### config.mk
export PLATFORM = sky130hd
export DESIGN_NAME = dsna_top
export DESIGN_NICKNAME = d
export VERILOG_FILES = /design/src/logic/dsna_pkg.sv /design/src/logic/dsna_top.sv /design/src/logic/dsna_pattern.sv
export SDC_FILE = /design/constraint.sdc
export NUM_CORES = 1
export LEC_CHECK = 0
export BUFFER_PORTS_ARGS = -buffer_cell sky130_fd_sc_hd__buf_2
export CORE_MARGIN = 1.5
export CORE_UTILIZATION = 40
export CTS_CLUSTER_DIAMETER = 50
export CTS_CLUSTER_SIZE = 40
export DETAILED_ROUTE_END_ITERATION = 8
export SYNTH_ARGS = -nofsm -noshare
export SYNTH_HDL_FRONTEND = slang
export SYNTH_SLANG_ARGS = --single-unit
### constraint.sdc
create_clock -name sys_clk_i -period 4.85 [get_ports sys_clk_i]
set_clock_uncertainty 0.05 [all_clocks]
set_input_delay 0.485 -clock sys_clk_i [delete_from_list [all_inputs] [get_ports sys_clk_i]]
set_output_delay 0.485 -clock sys_clk_i [all_outputs]
set_load 0.02 [all_outputs]
### src/logic/dsna_pkg.sv
// constants, types and helpers shared by the drive status and node address block
// assumes a single 200 MHz clock and an asynchronous active-low reset
// Operation
// - green run lamp: off Init, blink Pre-Op, single flash Safe-Op, on Op.
// - red lamp: off, blink setting, flash sync/data, double app WDT, flicker boot, on PDI.
// - sync failure or corrupt data shows single flash, distinct from setting error blink.
// - per port link lamp: off no link, on linked, flickering with traffic.
// - node address comes from units and tens decimal switches, 00 to 99.
// - switches at 00 take chain position address, counted from 1.
// - switches are sampled once at power-up; later changes are ignored.
// - display shows node address at power-up, then content chosen at index 3700h.
// - display shows error code while error active, warning code while warning active.
package dsna_pkg;

   localparam int CLK_MHZ          = 200;
   localparam int TICK_MS          = 50;
   localparam int TICK_CYC_DEF     = TICK_MS * CLK_MHZ * 1000;
   localparam int SETTLE_US        = 1000;
   localparam int SETTLE_CYC_DEF   = SETTLE_US * CLK_MHZ;
   localparam int ADDR_SHOW_MS     = 2000;
   localparam int ADDR_SHOW_CYC_DEF = ADDR_SHOW_MS * CLK_MHZ * 1000;

   // pattern frame in timebase ticks
   localparam logic [4:0] FRAME_LAST  = 5'h17;
   localparam logic [4:0] FLASH_ON    = 5'h04;
   localparam logic [4:0] DBL_OFF_END = 5'h08;
   localparam logic [4:0] DBL_ON2_END = 5'h0C;
   localparam int         BLINK_BIT   = 2;

   localparam logic [7:0] REG_CTRL     = 8'h00;
   localparam logic [7:0] REG_STATUS   = 8'h04;
   localparam logic [7:0] REG_IRQ_STAT = 8'h08;
   localparam logic [7:0] REG_IRQ_CLR  = 8'h0C;
   localparam logic [7:0] REG_IRQ_EN   = 8'h10;

   localparam logic [15:0] DISP_SEL_INDEX = 16'h3700;
   localparam logic [1:0]  DISP_SEL_RST   = 2'h0;
   localparam logic [1:0]  DISP_SEL_ADDR  = 2'h0;
   localparam logic [1:0]  DISP_SEL_MON   = 2'h1;

   localparam int IRQ_W       = 4;
   localparam int IRQ_LATCHED = 0;
   localparam int IRQ_ERR     = 1;
   localparam int IRQ_WARN    = 2;
   localparam int IRQ_LINK    = 3;

   localparam logic [6:0] ADDR_MAX   = 7'h63;
   localparam logic [6:0] SEG_BLANK  = 7'h00;
   localparam logic [3:0] DIGIT_ZERO = 4'h0;

   typedef enum logic [1:0] {BS_INIT, BS_PREOP, BS_SAFEOP, BS_OP} dsna_bus_state_t;

   typedef struct packed {
      logic setting;
      logic sync;
      logic data;
      logic app_wdt;
      logic boot;
      logic pdi_wdt;
   } dsna_err_t;

   typedef struct packed {
      logic flicker;
      logic blink;
      logic single;
      logic dbl;
   } dsna_pat_t;

   typedef struct packed {
      logic       run;
      logic       err;
      logic [1:0] link;   // [0] input port, [1] output port
   } dsna_led_t;

   typedef struct packed {
      logic [6:0] tens;
      logic [6:0] units;
   } dsna_seg_t;

   // segments gfedcba, active high
   function automatic logic [6:0] dsna_seg7(input logic [3:0] v);
      logic [6:0] s;
      s = 7'h00;
      unique case (v)
         4'h0: s = 7'h3F;
         4'h1: s = 7'h06;
         4'h2: s = 7'h5B;
         4'h3: s = 7'h4F;
         4'h4: s = 7'h66;
         4'h5: s = 7'h6D;
         4'h6: s = 7'h7D;
         4'h7: s = 7'h07;
         4'h8: s = 7'h7F;
         4'h9: s = 7'h6F;
         4'hA: s = 7'h77;
         4'hB: s = 7'h7C;
         4'hC: s = 7'h39;
         4'hD: s = 7'h5E;
         4'hE: s = 7'h79;
         4'hF: s = 7'h71;
      endcase
      return s;
   endfunction

endpackage

### src/logic/dsna_top.sv
// status lamps, node address capture and 7-segment display of a fieldbus servo drive
// assumes bus state, error causes, codes and chain position come from logic on sys_clk_i;
// switches and phy link/activity lines are asynchronous pins
//
// Our own choices: the strobed register port and the register addresses.
`timescale 1ns/1ps
module dsna_top
   import dsna_pkg::*;
#(
   parameter int TICK_CYC      = TICK_CYC_DEF,
   parameter int SETTLE_CYC    = SETTLE_CYC_DEF,
   parameter int ADDR_SHOW_CYC = ADDR_SHOW_CYC_DEF
) (
   input  wire logic            sys_clk_i,
   input  wire logic            rst_n_i,
   // register port
   input  wire logic [7:0]      reg_addr_i,
   input  wire logic [31:0]     reg_wdata_i,
   input  wire logic            reg_we_i,
   input  wire logic            reg_re_i,
   output logic [31:0]          reg_rdata_o,
   output logic                 irq_o,
   // switch pins
   input  wire logic [3:0]      units_digit_switch_i,
   input  wire logic [3:0]      tens_digit_switch_i,
   // automatic addressing
   input  wire logic [6:0]      chain_position_i,
   input  wire logic            chain_position_valid_i,
   // fieldbus status
   input  dsna_bus_state_t      bus_state_i,
   input  dsna_err_t            err_cause_i,
   // phy pins, [0] input port, [1] output port
   input  wire logic [1:0]      link_up_i,
   input  wire logic [1:0]      link_act_i,
   // display sources
   input  wire logic [7:0]      monitor_value_i,
   input  wire logic            err_active_i,
   input  wire logic [7:0]      err_code_i,
   input  wire logic            warn_active_i,
   input  wire logic [7:0]      warn_code_i,
   // outputs
   output dsna_led_t            led_o,
   output dsna_seg_t            seg_o,
   output logic [6:0]           node_address_o,
   output logic                 node_address_valid_o
);

   typedef enum logic [1:0] {AS_SETTLE, AS_WAIT_AUTO, AS_SHOW, AS_RUN} dsna_addr_state_t;

   // pin synchronisers
   logic [3:0] units_m_q;
   logic [3:0] units_s_q;
   logic [3:0] tens_m_q;
   logic [3:0] tens_s_q;
   logic [1:0] up_m_q;
   logic [1:0] up_s_q;
   logic [1:0] act_m_q;
   logic [1:0] act_s_q;
   logic [1:0] up_d1_q;

   always_ff @(posedge sys_clk_i or negedge rst_n_i) begin
      if (!rst_n_i) begin
         units_m_q <= 4'h0;
         units_s_q <= 4'h0;
         tens_m_q  <= 4'h0;
         tens_s_q  <= 4'h0;
         up_m_q    <= 2'h0;
         up_s_q    <= 2'h0;
         act_m_q   <= 2'h0;
         act_s_q   <= 2'h0;
         up_d1_q   <= 2'h0;
      end else begin
         units_m_q <= units_digit_switch_i;
         units_s_q <= units_m_q;
         tens_m_q  <= tens_digit_switch_i;
         tens_s_q  <= tens_m_q;
         up_m_q    <= link_up_i;
         up_s_q    <= up_m_q;
         act_m_q   <= link_act_i;
         act_s_q   <= act_m_q;
         up_d1_q   <= up_s_q;
      end
   end

   // node address capture
   dsna_addr_state_t as_q;
   dsna_addr_state_t as_d;
   logic [31:0]      cnt_q;
   logic [6:0]       addr_q;
   logic             auto_q;

   // digits above 9 are not clamped, so a bad setting can read past 99
   wire        sw_zero_w   = (units_s_q == DIGIT_ZERO) && (tens_s_q == DIGIT_ZERO);
   wire [6:0]  sw_addr_w   = 7'(tens_s_q) * 7'h0A + 7'(units_s_q);
   wire [7:0]  pos_plus_w  = {1'b0, chain_position_i} + 8'h01;
   // saturate rather than wrap, so a long chain never lands back on a low address
   wire [6:0]  auto_addr_w = (pos_plus_w > {1'b0, ADDR_MAX}) ? ADDR_MAX : pos_plus_w[6:0];
   wire        settle_w    = (as_q == AS_SETTLE) && (cnt_q == 32'(SETTLE_CYC - 1));
   wire        show_end_w  = (as_q == AS_SHOW) && (cnt_q == 32'(ADDR_SHOW_CYC - 1));
   wire        take_sw_w   = settle_w && !sw_zero_w;
   wire        take_auto_w = (as_q == AS_WAIT_AUTO) && chain_position_valid_i;
   wire        latch_w     = take_sw_w || take_auto_w;

   // settling lets the synchronised digits land before the single capture
   always_comb begin
      as_d = as_q;
      unique case (as_q)
         AS_SETTLE:    if (settle_w) as_d = sw_zero_w ? AS_WAIT_AUTO : AS_SHOW;
         AS_WAIT_AUTO: if (take_auto_w) as_d = AS_SHOW;
         AS_SHOW:      if (show_end_w) as_d = AS_RUN;
         AS_RUN:       as_d = AS_RUN;
      endcase
   end

   // capture happens once per reset; AS_RUN never returns, so later switch moves are ignored
   always_ff @(posedge sys_clk_i or negedge rst_n_i) begin
      if (!rst_n_i) begin
         as_q   <= AS_SETTLE;
         cnt_q  <= 32'h0000_0000;
         addr_q <= 7'h00;
         auto_q <= 1'b0;
      end else begin
         as_q  <= as_d;
         // each phase times from zero because the counter restarts on a state change
         cnt_q <= (as_d != as_q) ? 32'h0000_0000 : cnt_q + 32'h0000_0001;
         if (take_sw_w) begin
            addr_q <= sw_addr_w;
         end
         if (take_auto_w) begin
            addr_q <= auto_addr_w;
            auto_q <= 1'b1;
         end
      end
   end

   // the address counts as valid from the show phase on, never before capture
   wire addr_valid_w = (as_q == AS_SHOW) || (as_q == AS_RUN);

   // lamps
   dsna_pat_t pat_w;
   dsna_led_t led_q;

   dsna_pattern #(
      .TICK_CYC (TICK_CYC)
   ) u_pattern (
      .sys_clk_i (sys_clk_i),
      .rst_n_i   (rst_n_i),
      .pat_o     (pat_w)
   );

   // lamp decodes stay combinational; led_q below adds the one output flop
   logic run_w;
   logic err_w;

   always_comb begin
      run_w = 1'b0;
      unique case (bus_state_i)
         BS_INIT:   run_w = 1'b0;
         BS_PREOP:  run_w = pat_w.blink;
         BS_SAFEOP: run_w = pat_w.single;
         BS_OP:     run_w = 1'b1;
      endcase
   end

   // most severe cause wins when several are present at once
   always_comb begin
      if (err_cause_i.pdi_wdt) begin
         err_w = 1'b1;
      end else if (err_cause_i.boot) begin
         err_w = pat_w.flicker;
      end else if (err_cause_i.app_wdt) begin
         err_w = pat_w.dbl;
      end else if (err_cause_i.sync || err_cause_i.data) begin
         err_w = pat_w.single;
      end else if (err_cause_i.setting) begin
         err_w = pat_w.blink;
      end else begin
         err_w = 1'b0;
      end
   end

   dsna_led_t led_d;
   // both ports share one flicker phase from the common timebase
   genvar p;
   generate
      for (p = 0; p < 2; p++) begin : g_link
         // activity is level-sampled; bursts shorter than one clock may be missed
         assign led_d.link[p] = up_s_q[p] & (act_s_q[p] ? pat_w.flicker : 1'b1);
      end
   endgenerate
   assign led_d.run = run_w;
   assign led_d.err = err_w;
   // every lamp leaves through one flop so the pins never glitch

   always_ff @(posedge sys_clk_i or negedge rst_n_i) begin
      if (!rst_n_i) begin
         led_q <= '0;
      end else begin
         led_q <= led_d;
      end
   end

   // registers
   logic [1:0]       disp_sel_q;
   logic [IRQ_W-1:0] irq_stat_q;
   logic [IRQ_W-1:0] irq_en_q;
   logic [31:0]      rdata_q;
   logic             err_d1_q;
   logic             warn_d1_q;

   // writes to read-only offsets fall through every decode and are lost
   wire wr_ctrl_w = reg_we_i && (reg_addr_i == REG_CTRL);
   wire wr_clr_w  = reg_we_i && (reg_addr_i == REG_IRQ_CLR);
   wire wr_en_w   = reg_we_i && (reg_addr_i == REG_IRQ_EN);

   // [3] link change, [2] warning rose, [1] error rose, [0] address latched
   wire [IRQ_W-1:0] irq_ev_w = {
      |(up_s_q ^ up_d1_q),
      warn_active_i & ~warn_d1_q,
      err_active_i & ~err_d1_q,
      latch_w
   };
   wire [IRQ_W-1:0] irq_clr_w = wr_clr_w ? reg_wdata_i[IRQ_W-1:0] : '0;

   wire [31:0] status_w = {20'h00000, bus_state_i, auto_q, addr_valid_w, 1'b0, addr_q};
   // unmapped offsets and the write-only clear read as zero
   logic [31:0] rd_mux_w;
   always_comb begin
      rd_mux_w = 32'h0000_0000;
      unique case (reg_addr_i)
         REG_CTRL:     rd_mux_w = {DISP_SEL_INDEX, 14'h0000, disp_sel_q};
         REG_STATUS:   rd_mux_w = status_w;
         REG_IRQ_STAT: rd_mux_w = {28'h0000000, irq_stat_q};
         REG_IRQ_EN:   rd_mux_w = {28'h0000000, irq_en_q};
         default:      rd_mux_w = 32'h0000_0000;
      endcase
   end

   always_ff @(posedge sys_clk_i or negedge rst_n_i) begin
      if (!rst_n_i) begin
         disp_sel_q <= DISP_SEL_RST;
         irq_stat_q <= '0;
         irq_en_q   <= '0;
         rdata_q    <= 32'h0000_0000;
         err_d1_q   <= 1'b0;
         warn_d1_q  <= 1'b0;
      end else begin
         if (wr_ctrl_w) begin
            disp_sel_q <= reg_wdata_i[1:0];
         end
         if (wr_en_w) begin
            irq_en_q <= reg_wdata_i[IRQ_W-1:0];
         end
         // a new event in the clearing cycle survives the clear
         irq_stat_q <= (irq_stat_q & ~irq_clr_w) | irq_ev_w;
         // read data stands for one cycle only and is zero otherwise
         rdata_q    <= reg_re_i ? rd_mux_w : 32'h0000_0000;
         err_d1_q   <= err_active_i;
         warn_d1_q  <= warn_active_i;
      end
   end

   // 7-segment display
   // error beats warning beats the selected content; otherwise blank before an address is latched and for selections 2 and 3
   dsna_seg_t seg_q;
   dsna_seg_t seg_d;
   wire [3:0] addr_tens_w  = 4'(addr_q / 7'h0A);
   wire [3:0] addr_units_w = 4'(addr_q % 7'h0A);

   always_comb begin
      seg_d.tens  = SEG_BLANK;
      seg_d.units = SEG_BLANK;
      if (err_active_i) begin
         seg_d.tens  = dsna_seg7(err_code_i[7:4]);
         seg_d.units = dsna_seg7(err_code_i[3:0]);
      end else if (warn_active_i) begin
         seg_d.tens  = dsna_seg7(warn_code_i[7:4]);
         seg_d.units = dsna_seg7(warn_code_i[3:0]);
      end else if (as_q == AS_SHOW ||
                   (as_q == AS_RUN && disp_sel_q == DISP_SEL_ADDR)) begin
         seg_d.tens  = dsna_seg7(addr_tens_w);
         seg_d.units = dsna_seg7(addr_units_w);
      end else if (as_q == AS_RUN && disp_sel_q == DISP_SEL_MON) begin
         seg_d.tens  = dsna_seg7(monitor_value_i[7:4]);
         seg_d.units = dsna_seg7(monitor_value_i[3:0]);
      end
   end

   always_ff @(posedge sys_clk_i or negedge rst_n_i) begin
      if (!rst_n_i) begin
         seg_q <= '0;
      end else begin
         seg_q <= seg_d;
      end
   end

   assign reg_rdata_o          = rdata_q;
   assign irq_o                = |(irq_stat_q & irq_en_q);
   assign led_o                = led_q;
   assign seg_o                = seg_q;
   assign node_address_o       = addr_q;
   assign node_address_valid_o = addr_valid_w;

endmodule

### src/logic/dsna_pattern.sv
// shared lamp timebase: flicker, blink, single flash and double flash waveforms
// assumes the tick length is a whole number of clock cycles
`timescale 1ns/1ps
module dsna_pattern
   import dsna_pkg::*;
#(
   parameter int TICK_CYC = TICK_CYC_DEF
) (
   input  wire logic      sys_clk_i,
   input  wire logic      rst_n_i,
   output dsna_pat_t      pat_o
);

   logic [31:0] tick_cnt_q;
   logic [4:0]  frame_q;
   logic        flick_q;
   dsna_pat_t   pat_q;

   wire tick_w      = (tick_cnt_q == 32'(TICK_CYC - 1));
   wire frame_end_w = (frame_q == FRAME_LAST);

   // one counter feeds every pattern so lamps on the same drive stay in phase
   always_ff @(posedge sys_clk_i or negedge rst_n_i) begin
      if (!rst_n_i) begin
         tick_cnt_q <= 32'h0000_0000;
         frame_q    <= 5'h00;
         flick_q    <= 1'b0;
      end else begin
         tick_cnt_q <= tick_w ? 32'h0000_0000 : tick_cnt_q + 32'h0000_0001;
         if (tick_w) begin
            frame_q <= frame_end_w ? 5'h00 : frame_q + 5'h01;
            flick_q <= ~flick_q;
         end
      end
   end

   always_ff @(posedge sys_clk_i or negedge rst_n_i) begin
      if (!rst_n_i) begin
         pat_q <= '0;
      end else begin
         pat_q.flicker <= flick_q;
         pat_q.blink   <= ~frame_q[BLINK_BIT];
         pat_q.single  <= (frame_q < FLASH_ON);
         pat_q.dbl     <= (frame_q < FLASH_ON) ||
                          (frame_q >= DBL_OFF_END && frame_q < DBL_ON2_END);
      end
   end

   assign pat_o = pat_q;

endmodule

==> reports/summary.txt, run 1 <==
DRT Wirelength - 22400 um
Util after Layout - 0.468
largest family of logic cells by synthesized area - simple AND/OR/NAND/NOR gates
fin area - 11000 um2
layout cells sized above 1 - 0.163
gr usage total - 0.185
simple-gate share of the synthesized area - 0.200
nets - 1293
CTS Sinks - 152
placed insts - 1430
die area - 24900 um2
area share of fa/ha/maj cells after synthesis - 0.0863
Num CTS Buffers - 17
buffer count from post-CTS setup fixing - 0
Synth top area share - 0.396
Worst setup EP type - flip-flop
Synth area leaders - dfrtp_1 (40%), ha_1 (8.2%), nor2_1 (4.1%)
drt first-iter violations - 444
Slew Limit Fails - 0
setup_tns - 0 ns
Min Hold Slack - 0.0198 ns
FMAX - 225 MHz
initial antenna violation count - 3
maxcap violations - 0
crit-path max FO - 20
post-synthesis mux area share - 0.0482
leakage power - 5.13 nW
largest area contributor in the netlist - dfrtp_1
Synth-to-Final Area Change - 14.6%
min Tclk post-route - 4.45 ns
DP Area - 10400 um2
root buf cell - clkbuf_16
startpoint class of the critical path - flip-flop
Clk Latency, worst-skew pair - 0.43 ns
global-route wire length before repair - 36500 um
Worst Tran Pin Value - 1.04 ns
most numerous cell in the Yosys netlist - dfrtp_1
synthesized instance count - 1036
vias in the first global route - 7391
Detailed Routing Iterations Pass 1 - 5
std cell rows - 56
Final Hold Fails - 0
Async SR Flop Fraction - 1.00
WL per Instance - 15.3 um
CTS Buffer Depth - 2
HP Class - in2async
core box area - 23500 um2
final worst slack - 0.399 ns
Routed Antenna Nets - 0
io pins - 157
pin count of the biggest net entering global routing - 78
H-tree depth - 4
unrepaired setup endpoints after global routing - no
number of synthesized register bits - 152
final non-filler cell total - 1463
Synth Area in XOR/XNOR - 0.0711
pwr dens - 371 nW/um2
hold buffers post-CTS - 0
Overflow after GRT - 0
Yosys warning count - 0
Chip Width - 158 um
Final setup viols - 0
Final Cycle Share - 0.918
Total Power - 4.08 mW
sequential area share after synthesis - 0.396
ys flop type - dfrtp_1
initial cell density of the core - 0.408
Post-Syn Area - 9600 um2
CP required - 5.17 ns
Avg Cell Area, Syn - 9.27 um2
cts repair resizes - 0
VDD IR max - 235 uV
routed via count - 7739
status - complete, no violations
CTS tree - built
count of cell types in the netlist - 75
critical path type - reg2reg
number of I/O port buffers - 112
Residual DRC - 0
Vias/cell - 5.29
slew margin rel. - 0.304
post-synthesis compound-gate area fraction - 0.142
Post-synth top cells - dfrtp_1 (152), nor2_1 (106), nand2_1 (92)
global placer's final weighted congestion - 0.876
number of synthesized flops with an enable pin - 0
dpl hpwl - 16600 um
Critical Path AT - 4.77 ns
clock slew at reported path FFs - 0.07 ns
pre-CTS WS - 0.417 ns
Die H - 158 um
-- kinds of logic (layout without fill, tap and decap cells) --
kind of cell | count (synthesis) | after routing
AND/OR/NAND/NOR | 386 | 386
AO/OA/AOI/OAI | 205 | 205
flip-flops | 152 | 152
buffers and inverters | 113 | 205
XOR/XNOR | 78 | 78
adder cells (fa/ha/maj) | 65 | 65
multiplexers | 36 | 36
other | 1 | 17
-- area by class of cell --
cell class,instances,area (um2)
Antenna cell,1,2.50
Clock buffer,17,425
Clock inverter,15,204
Fill cell,2295,12500
Inverter,47,176
Multi-Input combinational cell,786,5330
Sequential cell,152,3800
Tap cell,319,399
Timing Repair Buffer,126,672
-- critical path, stage by stage, from the launching register on --
cell and delay (ns):
dfrtp_1 0.62, and2b_1 0.34, a221oi_1 0.27, o221a_2 0.27, ha_1 0.48, nor4b_2 0.11, a211oi_1 0.30, o21ai_1 0.15
nor2_1 0.25, nand2_1 0.13, xnor2_1 0.34, inv_1 0.16, ha_1 0.26, mux2_2 0.27, a21oi_1 0.14, o31a_1 0.15
o21a_1 0.12
-- layer usage --
layer,vias to the layer above,GRT usage,wire (um)
met2,172,0.305,10800
met4,4,0.0525,373
met1,3712,0.247,10200
met3,31,0.0383,1020
met5,-,0,27
li1,3820,-,-
-- power breakdown --
part	internal, mW	total (mW)	switching (mW)
Sequential	1.36	1.46	0.102
Clock	0.748	1.38	0.630
Combinational	0.513	1.25	0.734
Total	2.62	4.08	1.47
-- cell usage in the layout, fill, tap and decap left out, types with 20 or more instances in the layout --
cell type and instances:
dfrtp_1 152, buf_2 111, nor2_1 106, nand2_1 92, ha_1 63, inv_1 46
o21ai_0 44, nand3_1 40, xor2_1 40, a21oi_1 38, xnor2_1 38, nor2b_1 23
and3_1 20
-- sequential cells by signal, indices dropped and copies added (netlist names), 2 cells and up --
name                  flops
units_s_q                 4
u_pattern.frame_q         5
led_o                     4
as_q                      2
node_address_o            7
up_d1_q                   2
up_s_q                    2
u_pattern.pat_o           4
reg_rdata_o              12
units_m_q                 4
tens_s_q                  4
seg_o                    14
u_pattern.tick_cnt_q     32
irq_stat_q                4
tens_m_q                  4
up_m_q                    2
act_s_q                   2
act_m_q                   2
cnt_q                    32
disp_sel_q                2
irq_en_q                  4
-- final timing paths --
path	start	endpoint	slack (ns)	cells after the start
worst max-delay path	node_address_o[4]	seg_o[3]	0.40	16
worst min-delay path	rst_n_i	cnt_q[1]	0.02	1
worst max register to register	node_address_o[4]	seg_o[3]	0.40	16
worst min register to register	tens_m_q[3]	tens_s_q[3]	0.30	0
max in group asynchronous	rst_n_i	u_pattern.tick_cnt_q[4]	3.75	2
min in group sys_clk_i	link_up_i[0]	up_m_q[0]	0.10	1
(Power assumes the default switching activity.)
==> run 2: changes to the inputs <==
--- a/config.mk
+++ b/config.mk
@@ -11,6 +11,8 @@
 export CTS_CLUSTER_DIAMETER = 50
 export CTS_CLUSTER_SIZE = 40
 export DETAILED_ROUTE_END_ITERATION = 8
+export GPL_TIMING_DRIVEN = 0
 export SYNTH_ARGS = -nofsm -noshare
 export SYNTH_HDL_FRONTEND = slang
+export SYNTH_HIERARCHICAL = 1
 export SYNTH_SLANG_ARGS = --single-unit
==> reports/summary.txt, run 2 <==
status - complete, no violations
grt met2 use - 0.304 (-0.000835)
DP Area - 10600 um2 (+2.4%)
Slowest-stage cell, CP - a21oi_1
Avg Cell Area, Syn - 9.25 um2 (-0.19%)
switching power share of the total - 0.243 (-0.116)
Clk Latency, worst-skew pair - 0.42 ns (about the same)
Residual DRC - 0 (unchanged)
slew margin rel. - 0.439 (+0.135)
hold buffers post-CTS - 0 (unchanged)
core box area - 23500 um2 (unchanged)
cts repair resizes - 0 (unchanged)
Worst Tran Pin Value - 0.838 ns (-0.203 ns)
CTS Buffer Depth - 2 (unchanged)
DRT Wirelength - 22500 um (+0.12%)
Final Cycle Share - 0.837 (-0.0812)
synthesized instance count - 1038 (+0.19%)
crit-path max FO - 10 (-50%)
leakage power - 5.18 nW (+1.1%)
most numerous cell in the Yosys netlist - dfrtp_1
startpoint class of the critical path - flip-flop
die area - 24900 um2 (unchanged)
number of synthesized register bits - 152 (unchanged)
Routed Antenna Nets - 0 (unchanged)
Detailed Routing Iterations Pass 1 - 6 (+1)
WL per Instance - 14.9 um (-3.0%)
fin area - 11200 um2 (+2.2%)
Post-Syn Area - 9600 um2 (unchanged)
unrepaired setup endpoints after global routing - no
Die H - 158 um (unchanged)
HP Class - in2async
gr usage total - 0.187 (+0.00183)
Synth area leaders - dfrtp_1 (40%), ha_1 (8.3%), nor2_1 (4.2%)
FMAX - 246 MHz (+9.7%)
std cell rows - 56 (unchanged)
CP Cell Sequence - buf_2, nor2b_1, buf_2, a2bb2oi_1, nor2_1, or2_4, inv_2, ha_1, buf_2, o31ai_1, a21o_1, a21oi_1, inv_1, ha_1, inv_1, nor2_1, o22ai_1, o211ai_1, o41ai_1
Synth-to-Final Area Change - 17.1%
pin count of the biggest net entering global routing - 91 (+17%)
routed via count - 7781 (+0.54%)
Multi-input gate area - 5320 um2 (about the same)
CP required - 5.06 ns (-0.11 ns)
Worst setup EP type - flip-flop
dpl hpwl - 16700 um (+0.70%)
Slew Limit Fails - 0 (unchanged)
pwr dens - 269 nW/um2 (-27%)
CTS tree - built
critical path type - reg2reg
met1 Usage GRT - 0.247 (+0.000521)
nets - 1344 (+3.9%)
min Tclk post-route - 4.06 ns (-0.394 ns)
antenna cells - 0 (-1)
Clock power frac - 0.462 (+0.124)
Psw - 0.733 mW (-50%)
CTS Sinks - 152 (unchanged)
most common cell after layout, fill and taps aside - dfrtp_1
final non-filler cell total - 1510 (+3.2%)
placed insts - 1480 (+3.5%)
GR peak layer - met2
Chip Width - 158 um (unchanged)
global placer's final weighted congestion - 0.850 (-2.9%)
most frequent cells in the layout - dfrtp_1 (152), buf_2 (113), nor2_1 (107)
clock slew at reported path FFs - 0.06 ns (about the same)
Post-synth top cells - dfrtp_1 (152), nor2_1 (107), nand2_1 (93)
Final setup viols - 0 (unchanged)
count of cell types in the netlist - 86 (+15%)
Num CTS Buffers - 17 (unchanged)
VDD IR max - 206 uV (-12%)
number of synthesized flops with an enable pin - 0 (unchanged)
Critical Path AT - 4.27 ns (-0.50 ns)
sequential area share after synthesis - 0.396 (unchanged)
Slowest Stage Delay on Critical Path - 0.44 ns (-0.18 ns)
Fillers - 2309 (+0.61%)
initial cell density of the core - 0.408 (unchanged)
Yosys warning count - 6 (+6)
buffer count from post-CTS setup fixing - 0 (unchanged)
initial antenna violation count - 2 (-1)
io pins - 157 (unchanged)
met3 usage - 0.0424 (+0.00411)
maxcap violations - 0 (unchanged)
number of I/O port buffers - 107 (-4.5%)
Overflow after GRT - 0 (unchanged)
Util after Layout - 0.478 (+0.0101)
drt first-iter violations - 503 (+13%)
setup_tns - 0 ns (unchanged)
FF+latch area - 3800 um2 (unchanged)
largest area contributor in the netlist - dfrtp_1
Vias/cell - 5.15 (-2.6%)
ys flop type - dfrtp_1
root buf cell - clkbuf_16
layout cells sized above 1 - 0.172 (+0.00939)
Final Hold Fails - 0 (unchanged)
Synth top area share - 0.396 (unchanged)
Combinational Power Share - 0.106 (-0.199)
Async SR Flop Fraction - 1.00 (unchanged)
cell mode on critical path - buf_2
vias in the first global route - 7512 (+1.6%)
H-tree depth - 4 (unchanged)
global-route wire length before repair - 36900 um (+0.98%)
Internal Power - 2.29 mW (-12%)
Seq pwr share - 0.432 (+0.075)
run 2: layout make-up:
type / count / share of cell area
clock inverters: 12 / 0.0155
plain buffers: 63 / 0.0305
flip-flops and latches: 152 / 0.338
multi-input cells: 786 / 0.473
repair buffers: 108 / 0.0506
clock buffers: 18 / 0.0391
well taps: 319 / 0.0355
inverters: 52 / 0.0174
run 2: worst paths after layout:
path                       slack (ns)  depth (start not counted)             end              start
max in group asynchronous        3.90                          2        seg_o[7]            rst_n_i
hold reg to reg                  0.30                          0    units_s_q[0]       units_m_q[0]
setup / recovery                 0.79                         19        seg_o[3]  node_address_o[3]
setup reg to reg                 0.79                         19        seg_o[3]  node_address_o[3]
min in group sys_clk_i           0.12                          1      act_m_q[1]      link_act_i[1]
hold / removal                  0.003                          1  reg_rdata_o[8]            rst_n_i
run 2: worst max-delay path, delay by kind of cell (launching register included):
kind | cells | cell delay (ns)
flops | 1 | 0.38
fa+ha+maj | 2 | 0.49
buf+inv | 6 | 0.93
simple gates | 4 | 0.51
compound gates | 7 | 1.55
run 2: through the flow:
stage / hold slack [ns] / power, mW / worst slack [ns]
after floorplan: 0.139 / 1.52 / 1.37
after global placement: 0.281 / 1.65 / 0.824
after detailed placement: 0.285 / 1.65 / 0.849
after CTS: 0.0179 / 3.07 / 0.845
after global routing: 0.0329 / 3.16 / 0.458
final: 0.00324 / 3.02 / 0.793
run 2: layer usage:
| layer | part of all wire | vias up |
|---|---|---|
| met5 | 0.0012 | - |
| met1 | 0.47 | 3719 |
| met2 | 0.47 | 127 |
| li1 | - | 3905 |
| met3 | 0.041 | 26 |
| met4 | 0.015 | 4 |
run 2: cell families (layout without fill, tap and decap cells):
family	count (synthesis)	in the layout	synth area share
xor gates and xnor gates	69	69	0.0629
DFF	152	152	0.396
and+or+nand+nor	395	395	0.214
AOI/OAI and AO/OA	208	208	0.141
muxes	32	32	0.0425
adders and majority gates	66	66	0.0876
other	1	16	0.000391
buffers and inverters	115	253	0.0560
run 2: power groups by stage:
stage          combinational (mW)  clock, mW  sequential [mW]
6_report                    0.320       1.40             1.31
5_1_grt                     0.360       1.49             1.31
4_1_cts                     0.323       1.44             1.31
3_5_place_dp                0.322          0             1.33
3_3_place_gp                0.317          0             1.33
2_1_floorplan               0.181          0             1.34
==> run 3: changes to the inputs <==
==> constraint.sdc (replaced) <==
create_clock -name sys_clk_i -period 3.4 [get_ports sys_clk_i]
set_clock_uncertainty 0.05 [all_clocks]
set_input_delay 0.34 -clock sys_clk_i [delete_from_list [all_inputs] [get_ports sys_clk_i]]
set_output_delay 0.34 -clock sys_clk_i [all_outputs]
set_load 0.02 [all_outputs]
==> reports/summary.txt, run 3 (synthesis gave the netlist of run 2 again) <==
CP required - 3.70 ns (-1.36 ns)
Total Power - 4.23 mW (+40%)
die area - 24900 um2 (unchanged)
CTS tree - built
gr usage total - 0.192 (+0.00479)
startpoint class of the critical path - flip-flop
Final Hold Fails - 0 (unchanged)
hold_sp - err_cause_i[0]
Critical R2R Launch - node_address_o[5]
Reg-to-Reg End - seg_o[1]
setup_tns - -0.0737 ns (-0.0737 ns)
Slew Limit Fails - 0 (unchanged)
placed insts - 1480 (unchanged)
Critical Path AT - 3.75 ns (-0.52 ns)
routed via count - 8105 (+4.2%)
FMAX - 289 MHz (+17%)
dpl hpwl - 16900 um (+0.91%)
pre-CTS WS - -0.334 ns (-1.18 ns)
H-tree depth - 4 (unchanged)
maxcap violations - 0 (unchanged)
pwr dens - 364 nW/um2 (+35%)
leakage power - 5.32 nW (+2.6%)
DRT Wirelength - 23200 um (+3.3%)
CTS Sinks - 152 (unchanged)
final non-filler cell total - 1544 (+2.3%)
status - finished, violations left
Min Hold Slack - 0.0592 ns (+0.0560 ns)
Clk Latency, worst-skew pair - 0.42 ns (about the same)
Fillers - 2264 (-1.9%)
initial antenna violation count - 3 (+1)
most common cell after layout, fill and taps aside - dfrtp_1
critical path type - reg2reg
Routed Antenna Nets - 0 (unchanged)
Num CTS Buffers - 17 (unchanged)
Detailed Routing Iterations Pass 1 - 5 (-1)
core box area - 23500 um2 (unchanged)
initial cell density of the core - 0.408 (unchanged)
unrepaired setup endpoints after global routing - yes
number of I/O port buffers - 107 (unchanged)
Worst setup EP type - flip-flop
crit-path max FO - 10 (unchanged)
fin area - 11600 um2 (+3.3%)
DP Area - 10600 um2 (about the same)
Synth-to-Final Area Change - 21.0%
HP Class - in2reg
Final setup viols - 3 (+3)
global placer's final weighted congestion - 0.888 (+4.4%)
slew margin rel. - 0.209 (-0.230)
hold path endpoint - led_o[2]
WL per Instance - 15.0 um (+1.0%)
violated checks - negative setup slack
final worst slack - -0.0550 ns (-0.848 ns)
VDD IR max - 329 uV (+59%)
drt first-iter violations - 482 (-4.2%)
Die H - 158 um (unchanged)
CTS Buffer Depth - 2 (unchanged)
FF+latch area - 3810 um2 (+0.13%)
Overflow after GRT - 0 (unchanged)
Reg2Reg Depth - 17 (-2)
std cell rows - 56 (unchanged)
R2R setup slack - -0.05 ns (-0.85 ns)
io pins - 157 (unchanged)
min Tclk post-route - 3.45 ns (-0.602 ns)
most frequent cells in the layout - dfrtp_1 (148), buf_2 (111), nor2_1 (105)
root buf cell - clkbuf_16
Worst Tran Pin Value - 1.18 ns (+0.346 ns)
Final Cycle Share - 1.02 (+0.180)
pin count of the biggest net entering global routing - 97 (+6.6%)
Chip Width - 158 um (unchanged)
global-route wire length before repair - 38000 um (+2.9%)
nets - 1374 (+2.2%)
Multi-input gate area - 5450 um2 (+2.3%)
vias in the first global route - 7628 (+1.5%)
layout cells sized above 1 - 0.200 (+0.0275)
clock slew at reported path FFs - 0.07 ns (about the same)
Util after Layout - 0.493 (+0.0157)
Vias/cell - 5.25 (+1.9%)
Hold Crit Depth - 3
Residual DRC - 0 (unchanged)
[run 3: how the worst max path moves through the flow]
stage / slack [ns] / startpoint / cells after the start / to
floorplan: 0.03 / node_address_o[3] / 18 / seg_o[10]
global route: -0.16 / node_address_o[5] / 16 / seg_o[6]
finish: -0.05 / node_address_o[5] / 17 / seg_o[1]
CTS: 0.0003 / node_address_o[6] / 16 / seg_o[3]
detailed placement: -0.33 / node_address_o[3] / 18 / seg_o[10]
global placement: -0.39 / rst_n_i / 1 / seg_o[12]
[run 3: critical path, stage by stage, from the launching register on]
cell and delay, ns:
dfrtp_2 0.45, buf_4 0.20, nor3b_4 0.23, a2bb2oi_2 0.09, nor2_2 0.16, or2_4 0.16
inv_4 0.04, ha_4 0.16, buf_6 0.13, nor2b_1 0.15, mux2i_1 0.14, o211ai_1 0.11
a211o_4 0.39, buf_6 0.14, buf_4 0.13, mux2i_1 0.11, a221o_1 0.35, a31oi_1 0.19
[run 3: report_power, final]
part           leakage (nW)  switching [mW]  internal (mW)  total, mW
registers              1.91          0.0187           1.85       1.87
logic                  3.14           0.282          0.192      0.474
clock network         0.267           0.802           1.08       1.89
total                  5.32            1.10           3.12       4.23
[run 3: cell type report]
cell class,instances,area share
timing repair buffer,139,0.0716
inverter,52,0.0170
clock buffer,18,0.0369
sequential,152,0.328
antenna,3,0.000646
buffer,62,0.0303
tap,319,0.0344
multi-input combinational,786,0.469
clock inverter,13,0.0125
[run 3: repair_timing]
| action | in CTS | in global routing |
|---|---|---|
| resized for setup | 18 | 17 |
| cloned | 1 | 0 |
| pin swaps | 7 | 14 |
| setup buffers | 7 | 10 |
| endpoints found under the setup margin | 14 | 9 |
| endpoints found under the hold margin | 68 | 0 |
| hold buffers | 13 | 0 |
[run 3: routing by layer]
| metal | vias to the layer above | global-route usage | share of wire |
|---|---|---|---|
| met5 | - | 0 | 0 |
| met3 | 40 | 0.0348 | 0.038 |
| met4 | 0 | 0.0757 | 0.023 |
| met1 | 3909 | 0.259 | 0.47 |
| li1 | 3974 | - | - |
| met2 | 182 | 0.305 | 0.47 |
